<file path="src/logic/eps_defines.svh">
// timing, value and count constants for the eprom program sequencer
`ifndef EPS_DEFINES_SVH
`define EPS_DEFINES_SVH
`define EPS_CLK_MHZ      10
`define EPS_IMP_W_US     2500
`define EPS_IMP_DUTY_PM  190
`define EPS_ORG_W_US     10000
`define EPS_ORG_DUTY_PM  19
`define EPS_PM_SCALE     1000
`define EPS_ORG_PASSES   8'h0a
`define EPS_SMART_PASSES 8'h00
`define EPS_IMP_BLANK    8'h00
`define EPS_ORG_BLANK    8'hff
`define EPS_MAX_P        9'h100
`define EPS_FULL_RANGE   9'h100
`define EPS_OVER_SHIFT   2
`define EPS_READ_WAIT    3'h3
`define EPS_PULSE_W      23
`endif

</file>
<file path="src/logic/eps_pkg.sv">
// types shared by the eprom program sequencer
package eps_pkg;
	typedef enum logic [3:0] {
		S_IDLE   = 4'h0,
		S_CONF   = 4'h1,
		S_READ   = 4'h2,
		S_EVAL   = 4'h3,
		S_WR     = 4'h4,
		S_PSTART = 4'h5,
		S_PULSE  = 4'h6,
		S_BEGIN  = 4'h7
	} eps_state_t;
	typedef enum logic [2:0] {
		K_BLANK = 3'h0,
		K_VERI  = 3'h1,
		K_ABS   = 3'h2,
		K_PASS  = 3'h3,
		K_MATCH = 3'h4
	} eps_kind_t;
	typedef enum logic [1:0] {
		PH_SIMPLE = 2'h0,
		PH_FIND   = 2'h1,
		PH_OVER   = 2'h2
	} eps_phase_t;
	typedef struct packed {
		logic       part_orig;
		logic       smart;
		logic [7:0] passes;
	} eps_settings_t;
	typedef struct packed {
		logic       mark;
		logic       mismatch;
		logic       nonblank;
		logic       fail;
		logic       match;
		logic       p_report;
		logic       range_err;
		logic       absent_warn;
		logic       aborted;
		logic [7:0] addr;
		logic [7:0] buf_val;
		logic [7:0] eprom_val;
		logic [8:0] p;
	} eps_report_t;
endpackage

</file>
<file path="src/logic/eps_pulse_gen.sv">
// program pulse generator: width high, then low until the period ends
`timescale 1ns/100ps
module eps_pulse_gen #(
	parameter int CW = 23
) (
	input  wire logic          clk,
	input  wire logic          rst,
	input  wire logic          start,
	input  wire logic [CW-1:0] width_cyc,
	input  wire logic [CW-1:0] period_cyc,
	output logic               pulse,
	output logic               done
);
	logic [CW-1:0] cnt_q;
	logic          run_q;
	logic          pulse_q;
	wire           last = run_q && (cnt_q == period_cyc - CW'(1));
	wire           w_end = run_q && (cnt_q == width_cyc - CW'(1));

	always_ff @(posedge clk or posedge rst) begin
		if (rst) begin
			cnt_q   <= '0;
			run_q   <= 1'b0;
			pulse_q <= 1'b0;
		end else begin
			cnt_q   <= (start || last) ? '0 : cnt_q + CW'(run_q);
			run_q   <= start ? 1'b1 : (last ? 1'b0 : run_q);
			pulse_q <= start ? 1'b1 : (w_end ? 1'b0 : pulse_q);
		end
	end

	assign pulse = pulse_q;
	assign done  = last;
endmodule // eps_pulse_gen

</file>
<file path="src/logic/eps_sequencer.sv">
// eprom program sequencer: programming, compare and blank check
`timescale 1ns/100ps
`include "eps_defines.svh"

// Overview of operation
// - improved part: 2.5 ms program pulse at 19 percent duty
// - original part: 10 ms program pulse at 1.9 percent duty
// - nonzero pass count selects simple algorithm running that many passes
// - simple: write range once per pass, progress mark after each pass
// - after programming, verify range against buffer, report mismatches
// - pass count zero, also the reset default, selects smart algorithm
// - smart: write a pass, then compare; count P until range matches
// - match phase: buffer ones must be ones in part; extras ignored
// - no match after 256 passes reports an error and aborts
// - on match report P, then run 4P over passes with marks
// - improved part: skip pulse for target byte 00
// - original part: skip pulse for target byte ff
// - control-c from the operator stops the sequence cleanly
// - start and count give a subrange; count zero means 256 bytes
// - improved part: all bytes ff means reversed or absent, abort
// - show settings and wait for yes before programming
// - mismatch reports address, buffer and part values, then fail or match
// - load record data only when high address equals page value
// - selecting the original part sets pass count to 10
// - blank check: 00 blank for improved, ff for original; report others
module eps_sequencer #(
	parameter int unsigned IMP_W_CYC   = `EPS_IMP_W_US * `EPS_CLK_MHZ,
	parameter int unsigned IMP_PER_CYC = IMP_W_CYC * `EPS_PM_SCALE
		/ `EPS_IMP_DUTY_PM,
	parameter int unsigned ORG_W_CYC   = `EPS_ORG_W_US * `EPS_CLK_MHZ,
	parameter int unsigned ORG_PER_CYC = ORG_W_CYC * `EPS_PM_SCALE
		/ `EPS_ORG_DUTY_PM
) (
	input  wire logic          clk,
	input  wire logic          rst,
	input  wire logic          program_command,
	input  wire logic          blank_check_command,
	input  wire logic          compare_command,
	input  wire logic          part_type_select,
	input  wire logic          part_type_wr,
	input  wire logic [7:0]    pass_count_setting,
	input  wire logic          pass_count_wr,
	input  wire logic [7:0]    page_value_setting,
	input  wire logic [7:0]    range_start,
	input  wire logic [7:0]    range_count,
	input  wire logic          answer_yes,
	input  wire logic          answer_no,
	input  wire logic          abort_req,
	input  wire logic          rec_wr,
	input  wire logic [15:0]   rec_addr,
	input  wire logic [7:0]    rec_data,
	input  wire logic [7:0]    eprom_rdata,
	output logic [7:0]         eprom_addr,
	output logic [7:0]         eprom_wdata,
	output logic               eprom_data_oe,
	output logic               program_pulse,
	output eps_pkg::eps_settings_t settings,
	output logic               confirm_req,
	output logic               busy,
	output eps_pkg::eps_report_t report
);
	localparam int PW = `EPS_PULSE_W;

	// ------------------------------------------------------------
	// state
	// ------------------------------------------------------------
	eps_pkg::eps_state_t  st_q, st_d;
	eps_pkg::eps_kind_t   kind_q, kind_d;
	eps_pkg::eps_phase_t  ph_q, ph_d;
	eps_pkg::eps_report_t rpt_q, rpt_d;
	logic [7:0]  addr_q, addr_d;
	logic [8:0]  left_q, left_d;
	logic [8:0]  p_q, p_d;
	logic [10:0] over_q, over_d;
	logic [7:0]  passes_q, passes_d;
	logic        any_q, any_d;
	logic        abort_q, abort_d;
	logic [2:0]  wait_q, wait_d;
	logic        oe_q, oe_d;
	logic [7:0]  wdata_q, wdata_d;
	logic        orig_q;
	logic [7:0]  pcnt_q;
	logic [7:0]  rd_s1_q, rd_s2_q;
	logic [7:0]  mem_q [256];

	// ------------------------------------------------------------
	// decode
	// ------------------------------------------------------------
	wire [7:0] buf_byte  = mem_q[addr_q];
	wire [7:0] ep_byte   = rd_s2_q;
	wire       smart     = (pcnt_q == `EPS_SMART_PASSES);
	wire [7:0] blank_val = orig_q ? `EPS_ORG_BLANK : `EPS_IMP_BLANK;
	wire       skip      = (buf_byte == blank_val);
	// zero count is the whole array
	wire [8:0] cnt9      = (range_count == 8'h00) ? `EPS_FULL_RANGE
		: {1'b0, range_count};
	wire       last      = (left_q == 9'h001);
	wire       idle      = (st_q == eps_pkg::S_IDLE);
	// only missing ones count in the match phase
	wire       miss_bits = |(buf_byte & ~ep_byte);
	wire       pstart    = (st_q == eps_pkg::S_PSTART);
	wire       pdone;
	wire [PW-1:0] w_sel = orig_q ? PW'(ORG_W_CYC) : PW'(IMP_W_CYC);
	wire [PW-1:0] p_sel = orig_q ? PW'(ORG_PER_CYC) : PW'(IMP_PER_CYC);

	function automatic logic differs(input eps_pkg::eps_kind_t k,
		input logic [7:0] b, input logic [7:0] e, input logic [7:0] bl);
		differs = (k == eps_pkg::K_BLANK) ? (e != bl) : (e != b);
	endfunction

	eps_pulse_gen #(.CW(PW)) u_pulse (
		.clk        (clk),
		.rst        (rst),
		.start      (pstart),
		.width_cyc  (w_sel),
		.period_cyc (p_sel),
		.pulse      (program_pulse),
		.done       (pdone)
	);

	// ------------------------------------------------------------
	// next state
	// ------------------------------------------------------------
	always_comb begin
		logic adv;
		logic go;
		eps_pkg::eps_kind_t nk;
		adv      = 1'b0;
		go       = 1'b0;
		nk       = kind_q;
		st_d     = st_q;
		kind_d   = kind_q;
		ph_d     = ph_q;
		addr_d   = addr_q;
		left_d   = left_q;
		p_d      = p_q;
		over_d   = over_q;
		passes_d = passes_q;
		any_d    = any_q;
		wait_d   = wait_q;
		oe_d     = oe_q;
		wdata_d  = wdata_q;
		rpt_d    = rpt_q;
		rpt_d.mark        = 1'b0;
		rpt_d.mismatch    = 1'b0;
		rpt_d.nonblank    = 1'b0;
		rpt_d.fail        = 1'b0;
		rpt_d.match       = 1'b0;
		rpt_d.p_report    = 1'b0;
		rpt_d.range_err   = 1'b0;
		rpt_d.absent_warn = 1'b0;
		rpt_d.aborted     = 1'b0;
		// abort request held until a clean stop point
		abort_d  = idle ? 1'b0 : (abort_q | abort_req);
		unique case (st_q)
			eps_pkg::S_IDLE: begin
				if (program_command) begin
					st_d = eps_pkg::S_CONF;
				end else if (blank_check_command) begin
					go = 1'b1;
					nk = eps_pkg::K_BLANK;
				end else if (compare_command) begin
					go = 1'b1;
					nk = eps_pkg::K_VERI;
				end
			end
			eps_pkg::S_CONF: begin
				if (answer_no || abort_req) begin
					st_d = eps_pkg::S_IDLE;
				end else if (answer_yes && !orig_q) begin
					go = 1'b1;
					nk = eps_pkg::K_ABS;
				end else if (answer_yes) begin
					st_d = eps_pkg::S_BEGIN;
				end
			end
			eps_pkg::S_BEGIN: begin
				p_d      = 9'h000;
				passes_d = pcnt_q;
				ph_d     = smart ? eps_pkg::PH_FIND : eps_pkg::PH_SIMPLE;
				go       = 1'b1;
				nk       = eps_pkg::K_PASS;
			end
			eps_pkg::S_READ: begin
				// settle time covers the two-stage pin sampler
				wait_d = wait_q - 3'h1;
				if (wait_q == 3'h0) begin
					st_d = eps_pkg::S_EVAL;
				end
			end
			eps_pkg::S_EVAL: begin
				adv = 1'b1;
				unique case (kind_q)
					eps_pkg::K_MATCH: begin
						if (miss_bits) begin
							any_d = 1'b1;
						end
					end
					eps_pkg::K_ABS: begin
						// any non-ff byte means a part is present
						if (ep_byte != `EPS_ORG_BLANK) begin
							any_d = 1'b1;
						end
					end
					default: begin
						if (differs(kind_q, buf_byte, ep_byte, blank_val)) begin
							any_d = 1'b1;
							rpt_d.mismatch  = (kind_q == eps_pkg::K_VERI);
							rpt_d.nonblank  = (kind_q == eps_pkg::K_BLANK);
							rpt_d.addr      = addr_q;
							rpt_d.buf_val   = buf_byte;
							rpt_d.eprom_val = ep_byte;
						end
					end
				endcase
			end
			eps_pkg::S_WR: begin
				if (skip) begin
					adv = 1'b1;
				end else begin
					oe_d    = 1'b1;
					wdata_d = buf_byte;
					st_d    = eps_pkg::S_PSTART;
				end
			end
			eps_pkg::S_PSTART: begin
				st_d = eps_pkg::S_PULSE;
			end
			eps_pkg::S_PULSE: begin
				// data stays driven through the low part of the period
				if (pdone) begin
					oe_d = 1'b0;
					adv  = 1'b1;
				end
			end
			default: begin
				st_d = eps_pkg::S_IDLE;
			end
		endcase

		if (adv && abort_d) begin
			// stop between bytes, never inside a pulse
			rpt_d.aborted = 1'b1;
			st_d = eps_pkg::S_IDLE;
		end else if (adv && !last) begin
			addr_d = addr_q + 8'h01;
			left_d = left_q - 9'h001;
			wait_d = `EPS_READ_WAIT;
			st_d   = (kind_q == eps_pkg::K_PASS) ? eps_pkg::S_WR
				: eps_pkg::S_READ;
		end else if (adv) begin
			unique case (kind_q)
				eps_pkg::K_ABS: begin
					// all ff: reversed or missing part
					if (any_d) begin
						st_d = eps_pkg::S_BEGIN;
					end else begin
						rpt_d.absent_warn = 1'b1;
						st_d = eps_pkg::S_IDLE;
					end
				end
				eps_pkg::K_PASS: begin
					rpt_d.mark = 1'b1;
					go = 1'b1;
					unique case (ph_q)
						eps_pkg::PH_SIMPLE: begin
							passes_d = passes_q - 8'h01;
							if (passes_q == 8'h01) begin
								nk = eps_pkg::K_VERI;
							end
						end
						eps_pkg::PH_FIND: begin
							p_d = p_q + 9'h001;
							nk  = eps_pkg::K_MATCH;
						end
						default: begin
							over_d = over_q - 11'h001;
							if (over_q == 11'h001) begin
								nk = eps_pkg::K_VERI;
							end
						end
					endcase
				end
				eps_pkg::K_MATCH: begin
					if (!any_d) begin
						// report P then 4P over passes
						rpt_d.p_report = 1'b1;
						rpt_d.p        = p_q;
						over_d = {2'b00, p_q} << `EPS_OVER_SHIFT;
						ph_d   = eps_pkg::PH_OVER;
						go     = 1'b1;
						nk     = eps_pkg::K_PASS;
					end else if (p_q == `EPS_MAX_P) begin
						rpt_d.range_err = 1'b1;
						st_d = eps_pkg::S_IDLE;
					end else begin
						go = 1'b1;
						nk = eps_pkg::K_PASS;
					end
				end
				default: begin
					rpt_d.fail  = any_d;
					rpt_d.match = !any_d;
					st_d = eps_pkg::S_IDLE;
				end
			endcase
		end

		if (go) begin
			// every scan covers the requested subrange
			kind_d = nk;
			addr_d = range_start;
			left_d = cnt9;
			any_d  = 1'b0;
			wait_d = `EPS_READ_WAIT;
			st_d   = (nk == eps_pkg::K_PASS) ? eps_pkg::S_WR
				: eps_pkg::S_READ;
		end
	end

	// ------------------------------------------------------------
	// registers
	// ------------------------------------------------------------
	always_ff @(posedge clk or posedge rst) begin
		if (rst) begin
			st_q     <= eps_pkg::S_IDLE;
			kind_q   <= eps_pkg::K_BLANK;
			ph_q     <= eps_pkg::PH_SIMPLE;
			rpt_q    <= '0;
			addr_q   <= 8'h00;
			left_q   <= 9'h000;
			p_q      <= 9'h000;
			over_q   <= 11'h000;
			passes_q <= 8'h00;
			any_q    <= 1'b0;
			abort_q  <= 1'b0;
			wait_q   <= 3'h0;
			oe_q     <= 1'b0;
			wdata_q  <= 8'h00;
		end else begin
			st_q     <= st_d;
			kind_q   <= kind_d;
			ph_q     <= ph_d;
			rpt_q    <= rpt_d;
			addr_q   <= addr_d;
			left_q   <= left_d;
			p_q      <= p_d;
			over_q   <= over_d;
			passes_q <= passes_d;
			any_q    <= any_d;
			abort_q  <= abort_d;
			wait_q   <= wait_d;
			oe_q     <= oe_d;
			wdata_q  <= wdata_d;
		end
	end

	// settings change only while idle so a run sees one set
	always_ff @(posedge clk or posedge rst) begin
		if (rst) begin
			orig_q <= 1'b0;
			pcnt_q <= `EPS_SMART_PASSES;
		end else if (idle && part_type_wr) begin
			orig_q <= part_type_select;
			pcnt_q <= part_type_select ? `EPS_ORG_PASSES
				: `EPS_SMART_PASSES;
		end else if (idle && pass_count_wr) begin
			pcnt_q <= pass_count_setting;
		end
	end

	// part data pins are asynchronous to clk
	always_ff @(posedge clk or posedge rst) begin
		if (rst) begin
			rd_s1_q <= 8'h00;
			rd_s2_q <= 8'h00;
		end else begin
			rd_s1_q <= eprom_rdata;
			rd_s2_q <= rd_s1_q;
		end
	end

	// records load only on a page match
	always_ff @(posedge clk) begin
		if (rec_wr && idle && rec_addr[15:8] == page_value_setting) begin
			mem_q[rec_addr[7:0]] <= rec_data;
		end
	end

	assign eprom_addr       = addr_q;
	assign eprom_wdata      = wdata_q;
	assign eprom_data_oe    = oe_q;
	assign settings.part_orig = orig_q;
	assign settings.smart   = smart;
	assign settings.passes  = pcnt_q;
	assign confirm_req      = (st_q == eps_pkg::S_CONF);
	assign busy             = !idle;
	assign report           = rpt_q;
endmodule // eps_sequencer

</file>
<file path="config.mk">
export PLATFORM = sky130hd
export DESIGN_NAME = eps_sequencer
export DESIGN_NICKNAME = d
export VERILOG_FILES = /design/src/logic/eps_pkg.sv /design/src/logic/eps_pulse_gen.sv /design/src/logic/eps_sequencer.sv
export VERILOG_INCLUDE_DIRS = /design/src /design/src/logic
export SDC_FILE = /design/constraint.sdc
export NUM_CORES = 2
export LEC_CHECK = 0
export ABC_AREA = 1
export BUFFER_PORTS_ARGS = -buffer_cell sky130_fd_sc_hd__buf_2
export CORE_ASPECT_RATIO = 0.5
export CORE_MARGIN = 3
export CORE_UTILIZATION = 55
export CTS_CLUSTER_SIZE = 8
export DETAILED_ROUTE_END_ITERATION = 8
export HOLD_SLACK_MARGIN = 0.03
export PLACE_DENSITY_LB_ADDON = 0.08
export SYNTH_ARGS = -nofsm -noshare
export SYNTH_HDL_FRONTEND = slang
export SYNTH_HIERARCHICAL = 1
export SYNTH_SLANG_ARGS = --single-unit
</file>
<file path="constraint.sdc">
create_clock -name clk -period 3.9 [get_ports clk]
set_input_delay 0.39 -clock clk [delete_from_list [all_inputs] [get_ports clk]]
set_output_delay 0.39 -clock clk [all_outputs]
set_load 0.05 [all_outputs]
</file>
==> flow_summary.yaml <==
run_status:
  status: "finished with violations"
  violations: "setup timing"
synthesis:
  synth_enable_flop_cells: 2048
  synth_ff_type: "edfxtp_1"
  synth_compound_area_share_pct: 5.99
  async_flop_share_pct: 7.25
  synthMuxAreaShare_pct: 0
  yosys.area.top_type: "edfxtp_1"
  synth.avg_cell_area_um2: 10.5
  yosys.area_share.simple_pct: 19.5
  syn-cell-area_um2: 95300
  yosysWarningCount: 6
  synth.top_cell.area_share_pct: 64.5
  ys_top_cells_by_area: "edfxtp_1 65%, nand2_1 8.8%, nor2_1 6.3%, dfrtp_1 4.2%, o21ai_0 3.7%"
  synth_xor_area_share_pct: 0.742
  synth_top_family_by_area: "simple AND/OR/NAND/NOR gates"
  ys_ff_latch: 2208
  synthAdderAreaFrac_pct: 0.197
  syn_inst: 9042
  ys_seq_area_share_pct: 68.7
  ys_types: 54
clock_tree:
  numCtsBuffers: 317
  htreeDepth: 5
  clkSinkCount: 2208
  clkTransAtPathRegs_ns: 0.06
  cts_tree: "done"
  clkLatencyLatePin_ns: 0.86
  clockRootBuffer: "clkbuf_16"
  cts_buffer_depth: 4
global_route:
  grt-busiest-layer: "met2"
  gr-usage-all-layers_pct: 32.5
  grt_use_met1_pct: 46.7
  grt_max_degree: 136
  grt_first_pass_wirelength_um: 433000
  met2_usage_pct: 49.1
  antenna_found_initial: 9
  gr-usage-met3_pct: 7.96
  first_global_vias: 67700
  overflow: 0
critical_path:
  reg2reg_slack_ns: -0.49
  cp_max_fo: 20
  cp.arrival_ns: 5.10
  cpMaxStageDelayCell: "dfrtp_4"
  ff2ff_path_depth: 28
  critPathCaptureType: "flip-flop"
  startpoint: "eprom_addr[0]$_DFFE_PP0P_"
  crit_required_ns: 4.60
  worstSetupPathType: "reg -> reg"
  timing.rr.end: "report[6]$_DFFE_PP0P_"
  cpPeakStageDelay_ns: 0.49
  startpoint_type: "flip-flop"
  path_common_cell: "nand2_4"
  r2r-start: "eprom_addr[0]$_DFFE_PP0P_"
cells_and_area:
  regArea_um2: 65500
  synthToLayoutAreaGrowth_pct: 22.5
  fillCellCount: 12600
  layout-drive-gt1-share_pct: 17.9
  multi_input_area_um2: 27100
  fin_nets: 10100
  fin_area_um2: 117000
floorplan:
  initial_core_util_pct: 55.7
  die_w_um: 595
  die_y_um: 300
  die_area_um2: 179000
  coreArea_um2: 171000
  pin_count: 148
  row_count: 107
sta:
  tightest_slew_ns: 1.10
  min_period_ns: 4.39
  fin_tns_setup_ns: -25.10
  hold_viol_final: 0
  final.setup_skew_ns: 0.0454
  rsz0062_at_grt: "yes"
  worst_slack_ns: -0.492
  worst_hold_slack_ns: 0.0541
  setup_viol: 72
  slew_headroom_pct: 27.0
  min_period_over_period_pct: 113
  max_freq_ghz: 0.228
  slew_viol_final: 0
placement:
  portBuffers: 147
  place_ws_ns: -0.992
  gp_congestion: 0.932
  placed_area_um2: 105000
  hpwlAfterDp_um: 183000
routing:
  wl_per_cell_um: 23.8
  vias: 71300
  ant_nets: 0
  vias_per_cell: 5.75
  first_pass_iters: 8
  remaining_drc_errors: 0
  drt-total-wl_um: 295000
  drtIter0Drc: 8799
power_and_ir_drop:
  p_leak_nw: 45.7
  power_density_nw_per_um2: 738
  vdd_drop_max_v: 0.000500
  power_mw: 86.2
hold_path:
  hold_class: "in -> reg"
  min_path_cells: 1
  min-delay-start: "rec_data[6]"
  whs_endpoint: "mem_q[150][6]$_DFFE_PP_"
run:
  drv_cap: 0
[cells in the mapped netlist, types with 2 or more instances]
library cell / n
buf_2: 191
nor3_1: 19
and3_1: 3
dfrtp_1: 160
o21bai_1: 5
buf_6: 20
nand2_4: 4
nor4_1: 7
edfxtp_1: 2048
conb_1: 2
nor2_2: 8
xor2_1: 55
xnor2_1: 23
nor2_1: 1600
nand3b_1: 15
nor2_4: 5
o211ai_1: 113
nand3_1: 643
ha_1: 15
buf_4: 71
o21ai_1: 88
o21ai_0: 703
nand2_1: 2229
o22ai_1: 17
inv_2: 12
nand2_2: 13
o31ai_1: 5
a21oi_1: 114
a211oi_1: 3
inv_1: 544
nand4_1: 43
buf_1: 33
a31oi_1: 7
clkbuf_1: 188
clkinv_1: 4
or2_2: 14
[per-layer routing]
| metal | vias to the layer above | share of wire (%) |
|---|---|---|
| met5 | - | 0.019 |
| met4 | 8 | 3.0 |
| met3 | 555 | 12 |
| met2 | 3782 | 45 |
| met1 | 34600 | 41 |
| li1 | 32400 | - |
[critical path, delay by kind of cell (launching register included)]
family                 cells  cell delay (ns)
and+or+nand+nor           16             1.80
buffers and inverters      9             1.45
DFF                        1             0.49
AOI/OAI and AO/OA          3             0.47
[area by class of cell]
class                   instances  area share, %
inverters                     560           1.86
multi-input cells            5847           23.2
clock inverters                16          0.178
well taps                    2289           2.45
diodes                          2        0.00429
clock buffers                 373           7.10
repair buffers               1104           9.02
flip-flops and latches       2208           56.1
repair inverters                3         0.0407
[worst max-delay path by stage]
stage          cells after the start                        end  slack (ns)
2_1_floorplan                     25  eprom_addr[2]$_DFFE_PP0P_        0.12
3_3_place_gp                      29  eprom_addr[4]$_DFFE_PP0P_       -0.98
3_5_place_dp                      29  eprom_addr[2]$_DFFE_PP0P_       -0.99
4_1_cts                           37      left_q[8]$_DFFE_PP0P_       -0.26
5_1_grt                           30          ph_q[0]$_DFF_PP0_       -0.63
6_report                          28      report[6]$_DFFE_PP0P_       -0.49
[cells in the final DEF (no fill, tap or decap), types with 16 or more instances in the layout]
master / count
nor2_1: 1519
conb_1: 79
clkbuf_1: 49
nor2_4: 28
dfrtp_1: 156
a21oi_1: 86
buf_16: 20
nand3_2: 43
buf_4: 707
o211ai_1: 113
xor2_1: 55
o22ai_1: 17
clkbuf_16: 333
o21ai_1: 105
a21oi_2: 20
o21ai_0: 673
buf_6: 51
buf_12: 114
nor2_2: 66
nand3_4: 33
nand4_1: 43
nand3_1: 568
buf_2: 139
dlygate4sd3_1: 40
nand2_2: 102
nand2_1: 2112
buf_8: 16
xnor2_1: 23
nand2_4: 28
inv_1: 531
edfxtp_1: 2048
[registers in the layout, summed over array words and instances (netlist names), 2 cells and up]
register       count
ep_byte            8
eprom_addr         8
eprom_wdata        8
kind_q             3
left_q             9
mem_q           2048
over_q            11
p_q                9
passes_q           8
pcnt_q             8
ph_q               2
rd_s1_q            8
report            42
st_q               4
u_pulse/cnt_q     23
wait_q             3
[power by group]
| group | switching (mW) | total (mW) | internal [mW] |
|---|---|---|---|
| clock | 9.67 | 24.4 | 14.7 |
| sequential | 0.410 | 26.8 | 26.4 |
| combinational | 22.8 | 35.0 | 12.2 |
[cells by family after synthesis]
kind of cell | Yosys count
compound gates | 1064
xor+xnor | 79
fa+ha+maj | 15
buf+inv | 1064
flops | 2208
other cells | 2
simple gates | 4610
[through the flow]
step,util [%],instances
floorplan,-,9119
global placement,61.2,11900
detailed placement,61.2,11900
CTS,67.4,12400
global route,68.2,12400
finish,68.2,12400
[timing repair]
item | CTS | global route
hold endpoints to repair | 198 | 0
buffers inserted | 21 | 28
resized for setup | 352 | 234
setup endpoints to repair | 108 | 513
pin swaps | 94 | 62
hold buffers | 40 | 0
gates cloned | 18 | 12
(Power assumes the default switching activity.)
